### src/rtl/araf_pkg.sv
// Purpose: Shared constants and carriers for the range and alarm flag register bank.
// Assumes: Program registers are addressed by a 7-bit register address.
// Notes:   Offsets, field positions and reset values live here only.
package araf_pkg;

  localparam int unsigned NUM_CH    = 8;
  localparam int unsigned CH_W      = 3;
  localparam int unsigned ADDR_W    = 7;
  localparam int unsigned DATA_W    = 8;
  localparam int unsigned SPAN_W    = 4;
  localparam int unsigned CONV_W    = 18;

  // Register offsets.
  localparam logic [ADDR_W-1:0] SPAN_FIRST_ADDR = 7'h05;
  localparam logic [ADDR_W-1:0] SPAN_LAST_ADDR  = 7'h0c;
  localparam logic [ADDR_W-1:0] OVERVIEW_ADDR   = 7'h10;
  localparam logic [ADDR_W-1:0] TRIP_LOW4_ADDR  = 7'h11;
  localparam logic [ADDR_W-1:0] ACT_LOW4_ADDR   = 7'h12;
  localparam logic [ADDR_W-1:0] TRIP_HIGH4_ADDR = 7'h13;
  localparam logic [ADDR_W-1:0] ACT_HIGH4_ADDR  = 7'h14;

  // Field layout and reset values.
  localparam int unsigned        SPAN_LSB       = 0;
  localparam logic [3:0]         SPAN_UPPER_RD  = 4'h0;
  localparam logic [SPAN_W-1:0]  SPAN_RESET     = 4'h0;
  localparam logic [DATA_W-1:0]  FLAG_RESET     = 8'h00;
  localparam logic [DATA_W-1:0]  ABSENT_RD      = 8'hff;
  localparam logic [DATA_W-1:0]  UNMAPPED_RD    = 8'h00;
  localparam logic [3:0]         ABSENT_NIBBLE  = 4'hf;

  // Span codes.
  localparam logic [SPAN_W-1:0] SPAN_BI_2P5   = 4'h0;
  localparam logic [SPAN_W-1:0] SPAN_BI_1P25  = 4'h1;
  localparam logic [SPAN_W-1:0] SPAN_BI_0P625 = 4'h2;
  localparam logic [SPAN_W-1:0] SPAN_UNI_2P5  = 4'h5;
  localparam logic [SPAN_W-1:0] SPAN_UNI_1P25 = 4'h6;

  // One register access from the serial frame decoder.
  typedef struct packed {
    logic [ADDR_W-1:0] addr;
    logic              wr_en;
    logic              rd_en;
    logic [DATA_W-1:0] wdata;
  } araf_reg_req_type;

  // One finished conversion.
  typedef struct packed {
    logic              valid;
    logic [CH_W-1:0]   ch;
    logic [CONV_W-1:0] data;
  } araf_conv_type;

endpackage

### src/rtl/araf_span_mem.sv
// Purpose: Eight-entry store of the channel span select fields.
// Assumes: One writer; two independent read ports.
// Notes:   Both read ports return data from a register one cycle after the address.
module araf_span_mem
  import araf_pkg::*;
(
  input  wire logic              clk_sys,
  input  wire logic              rst,
  input  wire logic              we,
  input  wire logic [CH_W-1:0]   waddr,
  input  wire logic [SPAN_W-1:0] wdata,
  input  wire logic [CH_W-1:0]   raddr_a,
  output logic      [SPAN_W-1:0] q_a,
  input  wire logic [CH_W-1:0]   raddr_b,
  output logic      [SPAN_W-1:0] q_b
);

  logic [NUM_CH-1:0][SPAN_W-1:0] mem_ff;
  logic [SPAN_W-1:0]             q_a_ff;
  logic [SPAN_W-1:0]             q_b_ff;

  // Storage is cleared by reset so every channel starts in the widest bipolar span.
  always_ff @(posedge clk_sys or posedge rst) begin
    if (rst) begin
      mem_ff <= {NUM_CH{SPAN_RESET}};
      q_a_ff <= SPAN_RESET;
      q_b_ff <= SPAN_RESET;
    end else begin
      if (we) begin
        mem_ff[waddr] <= wdata;
      end
      q_a_ff <= mem_ff[raddr_a];
      q_b_ff <= mem_ff[raddr_b];
    end
  end

  assign q_a = q_a_ff;
  assign q_b = q_b_ff;

endmodule

### src/rtl/araf_top.sv
// Purpose: Range select and alarm flag program registers of a multichannel converter.
// Assumes: Register requests and conversion results arrive on clk_sys from on-chip logic.
// Notes:   The serial frame decoder owns shifting; this block sees whole bytes.
module araf_top
  import araf_pkg::*;
#(
  parameter bit EIGHT_CH = 1'b1
)(
  input  wire logic                           clk_sys,
  input  wire logic                           rst,
  input  wire araf_reg_req_type               reg_req,
  output logic                                reg_rvalid,
  output logic      [DATA_W-1:0]              serial_data_output,
  input  wire araf_conv_type                  conv,
  input  wire logic [NUM_CH-1:0][CONV_W-1:0]  thr_high,
  input  wire logic [NUM_CH-1:0][CONV_W-1:0]  thr_low,
  input  wire logic [CH_W-1:0]                span_query_ch,
  output logic      [SPAN_W-1:0]              channel_span_select,
  output logic                                span_code_legal,
  output logic                                alarm_out
);

  // Whether a channel exists in the built variant.
  function automatic logic ch_present(input logic [CH_W-1:0] ch);
    return EIGHT_CH || !ch[CH_W-1];
  endfunction

  // Packs four channels into one flag byte, low flag above high flag per pair.
  function automatic logic [DATA_W-1:0] pack_flags(input logic [3:0] lo, input logic [3:0] hi);
    return {lo[0], hi[0], lo[1], hi[1], lo[2], hi[2], lo[3], hi[3]};
  endfunction

  logic [NUM_CH-1:0] act_high_ff;
  logic [NUM_CH-1:0] act_low_ff;
  logic [NUM_CH-1:0] trip_high_ff;
  logic [NUM_CH-1:0] trip_low_ff;
  logic [NUM_CH-1:0] nxt_trip_high;
  logic [NUM_CH-1:0] nxt_trip_low;
  logic [NUM_CH-1:0] cond_high;
  logic [NUM_CH-1:0] cond_low;
  logic [NUM_CH-1:0] conv_hit;
  logic [NUM_CH-1:0] clr_mask;
  logic [NUM_CH-1:0] overview;
  logic [DATA_W-1:0] rdata_ff;
  logic [DATA_W-1:0] nxt_rdata;
  logic              rvalid_ff;
  logic              span_rd_ff;
  logic              span_absent_rd_ff;
  logic              alarm_ff;
  logic [SPAN_W-1:0] span_host_q;
  logic [SPAN_W-1:0] span_query_q;

  // Span register address decode.
  wire              span_hit  = reg_req.addr >= SPAN_FIRST_ADDR &&
                                reg_req.addr <= SPAN_LAST_ADDR;
  wire [ADDR_W-1:0] span_off  = reg_req.addr - SPAN_FIRST_ADDR;
  wire [CH_W-1:0]   span_ch   = span_off[CH_W-1:0];
  wire              span_live = span_hit && ch_present(span_ch);
  wire              span_we   = reg_req.wr_en && span_live;
  wire              rd_trip_lo4 = reg_req.rd_en && reg_req.addr == TRIP_LOW4_ADDR;
  wire              rd_trip_hi4 = reg_req.rd_en && reg_req.addr == TRIP_HIGH4_ADDR && EIGHT_CH;

  // Only the span field is stored; the upper nibble has no storage and reads zero.
  araf_span_mem u_span_mem (
    .clk_sys (clk_sys),
    .rst     (rst),
    .we      (span_we),
    .waddr   (span_ch),
    .wdata   (reg_req.wdata[SPAN_LSB +: SPAN_W]),
    .raddr_a (span_ch),
    .q_a     (span_host_q),
    .raddr_b (span_query_ch),
    .q_b     (span_query_q)
  );

  // Threshold comparison per channel; flags of absent channels never set.
  genvar gi;
  generate
    for (gi = 0; gi < NUM_CH; gi++) begin : g_cmp
      assign conv_hit[gi]  = conv.valid && conv.ch == CH_W'(gi) && ch_present(CH_W'(gi));
      assign cond_high[gi] = conv_hit[gi] && conv.data > thr_high[gi];
      assign cond_low[gi]  = conv_hit[gi] && conv.data < thr_low[gi];
    end
  endgenerate

  // A read of a tripped register clears the four channels that register holds.
  assign clr_mask      = {{4{rd_trip_hi4}}, {4{rd_trip_lo4}}};
  assign nxt_trip_high = (trip_high_ff & ~clr_mask) | cond_high;
  assign nxt_trip_low  = (trip_low_ff & ~clr_mask) | cond_low;
  assign overview      = trip_high_ff | trip_low_ff;

  // Read data is captured before the clear, so the host sees what tripped.
  always_comb begin
    nxt_rdata = UNMAPPED_RD;
    unique case (reg_req.addr)
      OVERVIEW_ADDR:   nxt_rdata = EIGHT_CH ? overview : {ABSENT_NIBBLE, overview[3:0]};
      TRIP_LOW4_ADDR:  nxt_rdata = pack_flags(trip_low_ff[3:0], trip_high_ff[3:0]);
      ACT_LOW4_ADDR:   nxt_rdata = pack_flags(act_low_ff[3:0], act_high_ff[3:0]);
      TRIP_HIGH4_ADDR: nxt_rdata = EIGHT_CH ? pack_flags(trip_low_ff[7:4], trip_high_ff[7:4])
                                            : ABSENT_RD;
      ACT_HIGH4_ADDR:  nxt_rdata = EIGHT_CH ? pack_flags(act_low_ff[7:4], act_high_ff[7:4])
                                            : ABSENT_RD;
      default:         nxt_rdata = UNMAPPED_RD;
    endcase
  end

  // Active flags are re-evaluated on every conversion of their channel.
  always_ff @(posedge clk_sys or posedge rst) begin
    if (rst) begin
      act_high_ff <= FLAG_RESET;
      act_low_ff  <= FLAG_RESET;
    end else begin
      act_high_ff <= (act_high_ff & ~conv_hit) | cond_high;
      act_low_ff  <= (act_low_ff & ~conv_hit) | cond_low;
    end
  end

  // Tripped flags, one means an alarm was seen.
  always_ff @(posedge clk_sys or posedge rst) begin
    if (rst) begin
      trip_high_ff <= FLAG_RESET;
      trip_low_ff  <= FLAG_RESET;
      alarm_ff     <= 1'b0;
    end else begin
      trip_high_ff <= nxt_trip_high;
      trip_low_ff  <= nxt_trip_low;
      alarm_ff     <= |{nxt_trip_high, nxt_trip_low};
    end
  end

  // Read answer registers.
  always_ff @(posedge clk_sys or posedge rst) begin
    if (rst) begin
      rdata_ff          <= UNMAPPED_RD;
      rvalid_ff         <= 1'b0;
      span_rd_ff        <= 1'b0;
      span_absent_rd_ff <= 1'b0;
    end else begin
      rdata_ff          <= nxt_rdata;
      rvalid_ff         <= reg_req.rd_en;
      span_rd_ff        <= span_live;
      span_absent_rd_ff <= span_hit && !span_live;
    end
  end

  // Final byte selects between flop outputs only; the mem answer is itself a register.
  assign serial_data_output = span_absent_rd_ff ? ABSENT_RD :
                              span_rd_ff ? {SPAN_UPPER_RD, span_host_q} : rdata_ff;
  assign reg_rvalid          = rvalid_ff;
  assign alarm_out           = alarm_ff;
  assign channel_span_select = span_query_q;
  assign span_code_legal     = span_query_q inside {SPAN_BI_2P5, SPAN_BI_1P25, SPAN_BI_0P625,
                                                    SPAN_UNI_2P5, SPAN_UNI_1P25};
endmodule

### config.mk
export PLATFORM = sky130hd
export DESIGN_NAME = araf_top
export DESIGN_NICKNAME = d
export VERILOG_FILES = /design/src/rtl/araf_pkg.sv /design/src/rtl/araf_span_mem.sv /design/src/rtl/araf_top.sv
export SDC_FILE = /design/constraint.sdc
export NUM_CORES = 1
export LEC_CHECK = 0
export BUFFER_PORTS_ARGS = -buffer_cell sky130_fd_sc_hd__buf_2
export CAP_MARGIN = 10
export CORE_ASPECT_RATIO = 0.75
export CORE_MARGIN = 2
export CORE_UTILIZATION = 48
export DETAILED_ROUTE_END_ITERATION = 7
export PLACE_DENSITY = 0.79
export SYNTH_ARGS = -nofsm -noshare
export SYNTH_HDL_FRONTEND = slang
export SYNTH_SLANG_ARGS = --single-unit
### constraint.sdc
create_clock -name clk_sys -period 2.6 [get_ports clk_sys]
set_input_delay 0.52 -clock clk_sys [delete_from_list [all_inputs] [get_ports clk_sys]]
set_output_delay 0.52 -clock clk_sys [all_outputs]
set_load 0.005 [all_outputs]
==> results of run 1 <==
synth_stat cells, drive strengths merged (2+ instances only):
cell	n	area, um2
a21o	42	320
a21oi	106	531
a221oi	3	32.5
mux2	40	450
a221o	3	30.0
nand3	31	155
o41ai	2	17.5
nor2b	13	81.3
o21ai	59	299
nor4b	2	32.5
dfrtp	83	2080
nor3	9	55.1
o21a	5	37.5
nand4b	3	26.3
nand2b	11	68.8
nor2	36	135
nand4	51	319
nand2	121	472
and3	4	26.3
a41oi	3	26.3
and2	3	20.0
clkbuf	9	33.8
mux2i	2	20.0
a31oi	8	50.1
inv	292	1100
buf	5	37.5
a211oi	13	97.6
o211ai	4	30.0
o21bai	4	30.0
a31o	2	17.5
o31ai	3	22.5
a32oi	2	17.5
a22oi	11	82.6
nor4	13	93.8
a2111oi	7	61.3
a211o	3	26.3
nor3b	3	22.5
mux4	13	293
ha	285	3570
worst min path at each step:
stage	startpoint	to	slack, ns	cells past startpoint
CTS	rst	u_span_mem.q_b[1]$_DFF_PP0_	0.30	2
detailed placement	flop	flop	0.47	2
global placement	flop	flop	0.47	1
floorplan	flop	flop	0.44	2
finish	rst	u_span_mem.q_b[1]$_DFF_PP0_	0.28	2
global route	rst	u_span_mem.q_b[1]$_DFF_PP0_	0.33	2
repair_timing:
item	4_1_cts	5_1_grt
gates resized for setup	2	10
setup endpoints to repair	3	3
pin swaps	0	1
hold buffers	0	0
metrics by stage:
step	total power, mW	std cells	setup TNS [ns]
2_1_floorplan	2.64	1323	0
6_report	4.87	2097	0
5_1_grt	5.19	2096	-0.0201
3_3_place_gp	3.44	2064	-0.877
3_5_place_dp	3.55	2064	-1.35
4_1_cts	4.85	2080	0
power groups by stage:
stage	logic [mW]	clock network (mW)	registers [mW]
after floorplan	1.05	0	1.60
after global placement	1.79	0	1.65
after detailed placement	1.89	0	1.65
after CTS	1.91	1.30	1.64
after global routing	2.18	1.35	1.66
final	1.94	1.29	1.65
critical path, stage by stage:
cell	delay, ns
buf_2	0.27
ha_1	0.32
a21oi_1	0.14
o21ai_0	0.16
a2111oi_2	0.41
buf_4	0.18
nor4_1	0.04
or4_1	0.45
nor4b_1	0.17
nand4b_1	0.09
logic make-up (layout without fill, tap and decap cells):
family | count (synthesis) | after routing
buf+inv | 306 | 769
compound gates | 287 | 287
mux | 55 | 55
simple gates | 305 | 305
other cells | 0 | 17
flops | 83 | 83
fa+ha+maj | 285 | 285
xor+xnor | 2 | 2
routing by layer:
metal  track usage (%)  routed length (um)
met5                 0                   0
met3              4.48                3320
met2              53.4               17300
met1              41.6               16200
met4              14.5                1660
area by class of cell:
| type | instances | area [um2] |
|---|---|---|
| Antenna cell | 17 | 42.5 |
| Clock buffer | 9 | 225 |
| Clock inverter | 7 | 76.3 |
| Fill cell | 1933 | 7900 |
| Inverter | 292 | 1100 |
| Multi-Input combinational cell | 934 | 7720 |
| Sequential cell | 83 | 2080 |
| Tap cell | 294 | 368 |
| Timing Repair Buffer | 461 | 2720 |
cell usage in the layout (no fill, tap or decap), types with 17 or more instances in the layout:
master     n
buf_2    340
inv_1    290
ha_1     285
nand2_1  118
buf_4    110
a21oi_1  106
dfrtp_1   83
nand4_1   51
o21ai_0   46
a21o_1    38
nor2_1    36
mux2_1    32
nand3_1   31
diode_2   17
==> flow_results.org, run 1 <==
** Timing
- For the final database, setup skew stands at about 0.0077 ns.
- In the post-route analysis, the smallest setup slack over all paths is 0.120 ns.
- Tcrit/Tclk final :: 95.4%
- Fin. Hold Viols :: 0
- Setup violations remaining at the end of the flow were counted as 0.
- Relative slew margins :: between 50% and 60%
- Based on the critical path, the design can be clocked at up to a little over 0.4 GHz.
- Total count of max-transition violations in the final report :: 0
- After layout, the minimum clock period comes to 2.48 ns.
- At the pin with the least slew margin, the transition time is approximately 0.69 ns.
- Hold slack :: approximately 0.28 ns

** Clock network
- Clock tree from TritonCTS :: built
- H-Tree Level Count :: 3
- Inserted Clock Buffers :: 9
- Counting every sink on the clock net gives slightly above 80.
- At the later pin of the worst-skew pair, clock insertion delay measures roughly 0.34 ns.
- Clock buffer depth :: 2
- Worst-path clk slew :: approximately 0.06 ns
- Post-CTS timing repair inserted 0 buffers for setup.
- Clock tree root buffer cell :: clkbuf_16

** Final layout
- In the final design database the tool counted ~2.4k nets.
- Share of final-layout standard cells stronger than drive strength 1 :: a little under 30%
- Final standard cell utilization of the core :: roughly 64%
- Relative to the synthesized area, the layout overhead comes to 31.1%.
- The finished cells cover between 0.01 and 0.015 mm2.

** Die
- Number of core rows :: between 40 and 50
- From bottom edge to top edge, the die measures ~130 um.
- The floorplan step set the die width to approximately 180 um.
- I/O Pins :: 347
- The die covers 0.0240 mm2.
- The region available for standard cell placement spans ~0.022 mm2.
- Initial cell density of the core :: about half

** Worst setup path
- STA classifies the critical path startpoint as a primary input.
- Launch point of the worst reg-to-reg path :: trip_low_ff[4]$_DFF_PP0_
- Following the worst setup path forward leads to its endpoint at alarm_out$_DFF_PP0_.
- Type of the worst setup path :: primary input to flop
- Setup slack on the worst flop-to-flop path :: roughly 1.1 ns
- STA puts the critical path data required time at roughly 2.9 ns.
- Launching instance or port of the critical path :: conv[9]
- At the worst endpoint, the arrival time is ~2.8 ns.
- Largest driver fanout on the critical path :: 8
- Crit. End Element :: flop
- R2r worst-path depth :: 5
- Endpoint of the worst register-to-register path :: alarm_out$_DFF_PP0_

** Routing
- The routed layout has 11.7k vias.
- Sum of routed wire length over all layers :: 38.5 mm
- Initial DRT Pass Iterations :: 7
- After detailed routing, the average wire length per cell comes to 18.3 um.
- Average vias per placed instance :: 5.57
- Initial DRC Count :: ~610
- Final routed DRC violation total :: 0
- In this run the remaining antenna-violating nets after routing total 0.

** Synth
- In this run, synthesis inferred 0 flip-flops with an integrated enable.
- Synthesized instance count :: ~1.3k
- Average footprint of a synthesized cell :: between 8 and 9 um2
- Multiplexer fraction of the synthesized cell area :: 6.98%
- Counting every net in the synthesized netlist gives ~1.9k.
- Most common flop cell mapped by yosys :: dfrtp_1
- After synthesis the netlist holds a flip-flop and latch count of 83.
- Cell area after synthesis :: between 0.01 and 0.015 mm2
- The synthesized netlist devotes 14.2% of its cell area to simple gates.
- Counting flops with an async set or reset pin after synthesis yields a share of between 90% and 100%.
- The synthesized netlist devotes 32.6% of its cell area to adder and majority cells.
- By area, the combinational part of the netlist is dominated by adder cells.
- Of the total synthesized cell area, the portion taken by XOR and XNOR cells is 0.160%.
- The share of the Yosys chip area taken by registers is a little under a fifth.
- Count of synthesis-stage warnings from yosys :: 0
- Compound-cell area share of the yosys netlist :: between 15 and 20%
- The number of different library cells used by synthesis comes to 67.

** Pwr
- Power spread over the standard cell area amounts to about 340 mW/mm2.
- Sequential cells burn 33.8% of the power.
- Fraction of power spent switching nets :: about a third
- Combinational fraction of design power :: 39.8%
- Int Pwr :: 3.16 mW
- Summed over all cells, the static leakage comes to roughly 8.6 nW.
- Switching power of the nets :: between 1.5 and 2 mW
- IR Drop Worst-Case VDD :: ~0.00043 V
- Clock network fraction of total power :: a little over a quarter

** Placed design
- In this run the cell area measured after placement is between 0.01 and 0.015 mm2.
- The count of buffers added on input and output ports is roughly 340.
- Post-Place Setup Slack :: -0.440 ns
- Detailed placement finished with a half-perimeter wire length of 32.9 mm.
- Routability-driven placement finished with a final weighted congestion of 1.00.

** Status
- Result of the run :: finished, final reports clean

** GRT
- Entering global routing, the biggest net connects 33 pins.
- The first global-routing pass estimated roughly 60 mm of wire.
- Overall fraction of global-route tracks in use :: around a third
- Vias in the first global route :: approximately 12k
- The number of antenna violations at the first check in global routing came to 17.
- Total grt overflow :: 0

** Flow run
- Max-cap violations in this run came to 0.

** Worst hold path
- The min-delay analysis places its worst path in the category primary input to async pin.
(Power assumes the default switching activity.)
==> run 2, diff against run 1 <==
--- a/config.mk
+++ b/config.mk
@@ -12,6 +12,7 @@
 export CORE_UTILIZATION = 48
 export DETAILED_ROUTE_END_ITERATION = 7
 export PLACE_DENSITY = 0.79
+export REMOVE_ABC_BUFFERS = 1
 export SYNTH_ARGS = -nofsm -noshare
 export SYNTH_HDL_FRONTEND = slang
 export SYNTH_SLANG_ARGS = --single-unit
==> flow_results.org, run 2 (synthesis results as in run 1) <==
** Status
- Result of the run :: finished, final reports clean

** Worst setup path
- Launch point of the worst reg-to-reg path :: trip_low_ff[4]$_DFF_PP0_
- Endpoint required time on the critical path :: around 2.8 ns
- In this run the critical register-to-register path is captured at alarm_out$_DFF_PP0_.
- The worst setup path is captured at a flop.
- Type of the worst setup path :: primary input to flop
- Data on the critical path arrives at its endpoint at 2.75 ns.
- Setup slack on the worst flop-to-flop path :: roughly 1.0 ns
- Of all nets on the critical path, the largest fanout is 8.
- Type of origin of the critical path :: primary input
- R2r worst-path depth :: 5

** Final layout
- Cell area after layout :: around 0.014 mm2
- At the end of the flow the core is filled with cells to roughly 64%.
- Top library cells by usage in the layout, fill and taps aside :: buf_2 (340), inv_1 (290), ha_1 (285)
- The area growth from synthesis to layout is 30.7%.
- Share of final-layout standard cells stronger than drive strength 1 :: between 20% and 30%
- After the last flow step, the layout net total stands at around 2.4k.
- Leaving out fill and tap cells, the most frequent cell in the layout is buf_2.

** Clock network
- The tree is rooted in a clkbuf_16.
- After clock tree synthesis, the clock-pin slew on the worst setup and hold paths is 0.07 ns.
- Counting every sink on the clock net gives just over 80.
- TritonCTS built the clock tree.
- H-Tree Level Count :: 3
- Clock buffer depth :: 2
- Clk_lat worst skew :: 0.34 ns
- Inserted Clock Buffers :: 9

** Placed design
- Buffers placed on the I/O ports in this run total 342.
- Post-placement cell area :: between 0.01 and 0.015 mm2
- Half-perimeter wire length of the detailed placement result :: about 32 mm
- At the end of routability-driven placement, the weighted congestion stood at 0.960.
- Timing analysis after detailed placement gives a worst setup slack of -0.389 ns.

** Routing
- The count of nets left with antenna violations once routing finished came out at 0.
- In this run, the number of DRC markers left after iteration 0 of detailed routing was between 900 and 1k.
- Average vias per placed instance :: around 5.6
- The first TritonRoute pass finished after 8 iterations.
- Overall via count from detail_route :: ~12k
- After detailed routing, the total wire length is roughly 38 mm.
- Final routed DRC violation total :: 0
- Dividing the detail-routed wire length by the instance count gives around 18 um.

** Pwr
- VDD sags by at most between 0.0003 and 0.0004 V.
- Pwr per Cell Area :: approximately 340 mW/mm2
- In this run the static leakage power is around 8.5 nW.

** Die
- The floorplan has 47 rows.
- Once the floorplan was initialized, standard cells occupied 49.2% of the core.
- Die boundary width :: roughly 180 um
- Standard cell core area :: ~0.022 mm2
- For this design the top-level I/O count stands at between 300 and 400.
- The die covers about 0.024 mm2.
- The die is between 100 and 150 um tall.

** Timing
- Clock skew on the completed layout was measured at about 0.011 ns.
- The tightest hold path in the finished design has a slack of 0.245 ns.
- Maximum clock rate :: 0.392 GHz
- The final max-slew violation count is 0.
- Measured slew at the worst slew-check pin :: roughly 0.53 ns
- Final number of setup-violating endpoints :: 0
- The final hold violation count came to 0.
- Once routing completed, OpenROAD measured the worst setup slack at 0.0512 ns.
- In this run the tightest slew margin relative to its limit is 64.5%.
- The smallest clock period supported by the final layout is computed as approximately 2.5 ns.
- Unrepaired setup endpoints after global routing :: no
- In the finished design, the share of the clock period the worst path needs comes to 98.0%.

** GRT
- Total grt overflow :: 0
- Pin count of the biggest net entering global routing :: 84
- Vias in the first global route :: between 10k and 15k
- In the global route stage, overall resource usage came out at between 30% and 40%.
- The number of antenna violations at the first check in global routing was 21.
- Global-route wire length before repair :: ~58 mm

** Worst hold path
- Type of the most critical hold path :: primary input to async pin

** Flow run
- Across the run, the number of max-cap violations was 0.
run 2: cell types whose count changed in the layout (fill, tap and decap cells not counted), moves of 2 or more:
cell / before / now
buf_12: 9 / 3
diode_2: 17 / 21
nor4_1: 9 / 6
o31ai_1: 3 / 1
nor4_2: 4 / 7
clkinv_4: 1 / 3
buf_4: 110 / 114
o31ai_2: 0 / 2
run 2: how the worst max path moves through the flow:
stage,start,end,cells after the start,slack (ns)
CTS,conv[13],alarm_out$_DFF_PP0_,10,0.03
global placement,conv[7],alarm_out$_DFF_PP0_,11,-0.37
finish,conv[13],alarm_out$_DFF_PP0_,9,0.05
detailed placement,conv[7],alarm_out$_DFF_PP0_,12,-0.39
global route,conv[7],alarm_out$_DFF_PP0_,12,0.002
floorplan,rst,async pin,1,-0.06
run 2: cell type report:
type | count | area [um2]
tap | 294 | 368
timing repair buffer | 459 | 2630
sequential | 83 | 2080
clock inverter | 7 | 77.6
clock buffer | 9 | 225
fill | 1833 | 7940
multi-input combinational | 934 | 7760
inverter | 292 | 1100
antenna | 21 | 52.6
run 2: through the flow:
| stage | std cells | total power, mW | setup TNS (ns) |
|---|---|---|---|
| floorplan | 1309 | 2.63 | -4.71 |
| global placement | 2062 | 3.42 | -0.875 |
| detailed placement | 2062 | 3.51 | -0.967 |
| CTS | 2078 | 4.81 | 0 |
| global route | 2099 | 5.15 | 0 |
| finish | 2099 | 4.85 | 0 |
run 2: what timing repair did:
| item | CTS | global route |
|---|---|---|
| buffers inserted | 0 | 0 |
| gates resized for setup | 4 | 15 |
| setup endpoints to repair | 1 | 1 |
| hold buffers | 0 | 0 |
| cloned | 0 | 0 |
| pin swaps | 0 | 2 |
| endpoints found under the hold margin | 0 | 0 |
run 2: layer usage:
layer	share of wire [%]	routed length, um	track usage (%)	up-vias
met5	0	0	0	-
met4	4.0	1540	15.3	0
met3	10	3810	5.74	114
met2	45	17100	50.2	670
met1	41	15800	40.9	5369
li1	-	-	-	5583
run 2: report_power, final:
group          switching, mW  internal, mW
Clock                  0.527         0.750
Combinational           1.02         0.910
Sequential             0.164          1.48
run 2: worst max-delay path, cell delays in order:
cell and delay, ns:
clkbuf_4 0.21, ha_1 0.35, and2_1 0.17, a221o_1 0.30, a221oi_1 0.35, a211oi_1 0.21
nand4b_1 0.23, nor4_2 0.28, nand4b_1 0.12
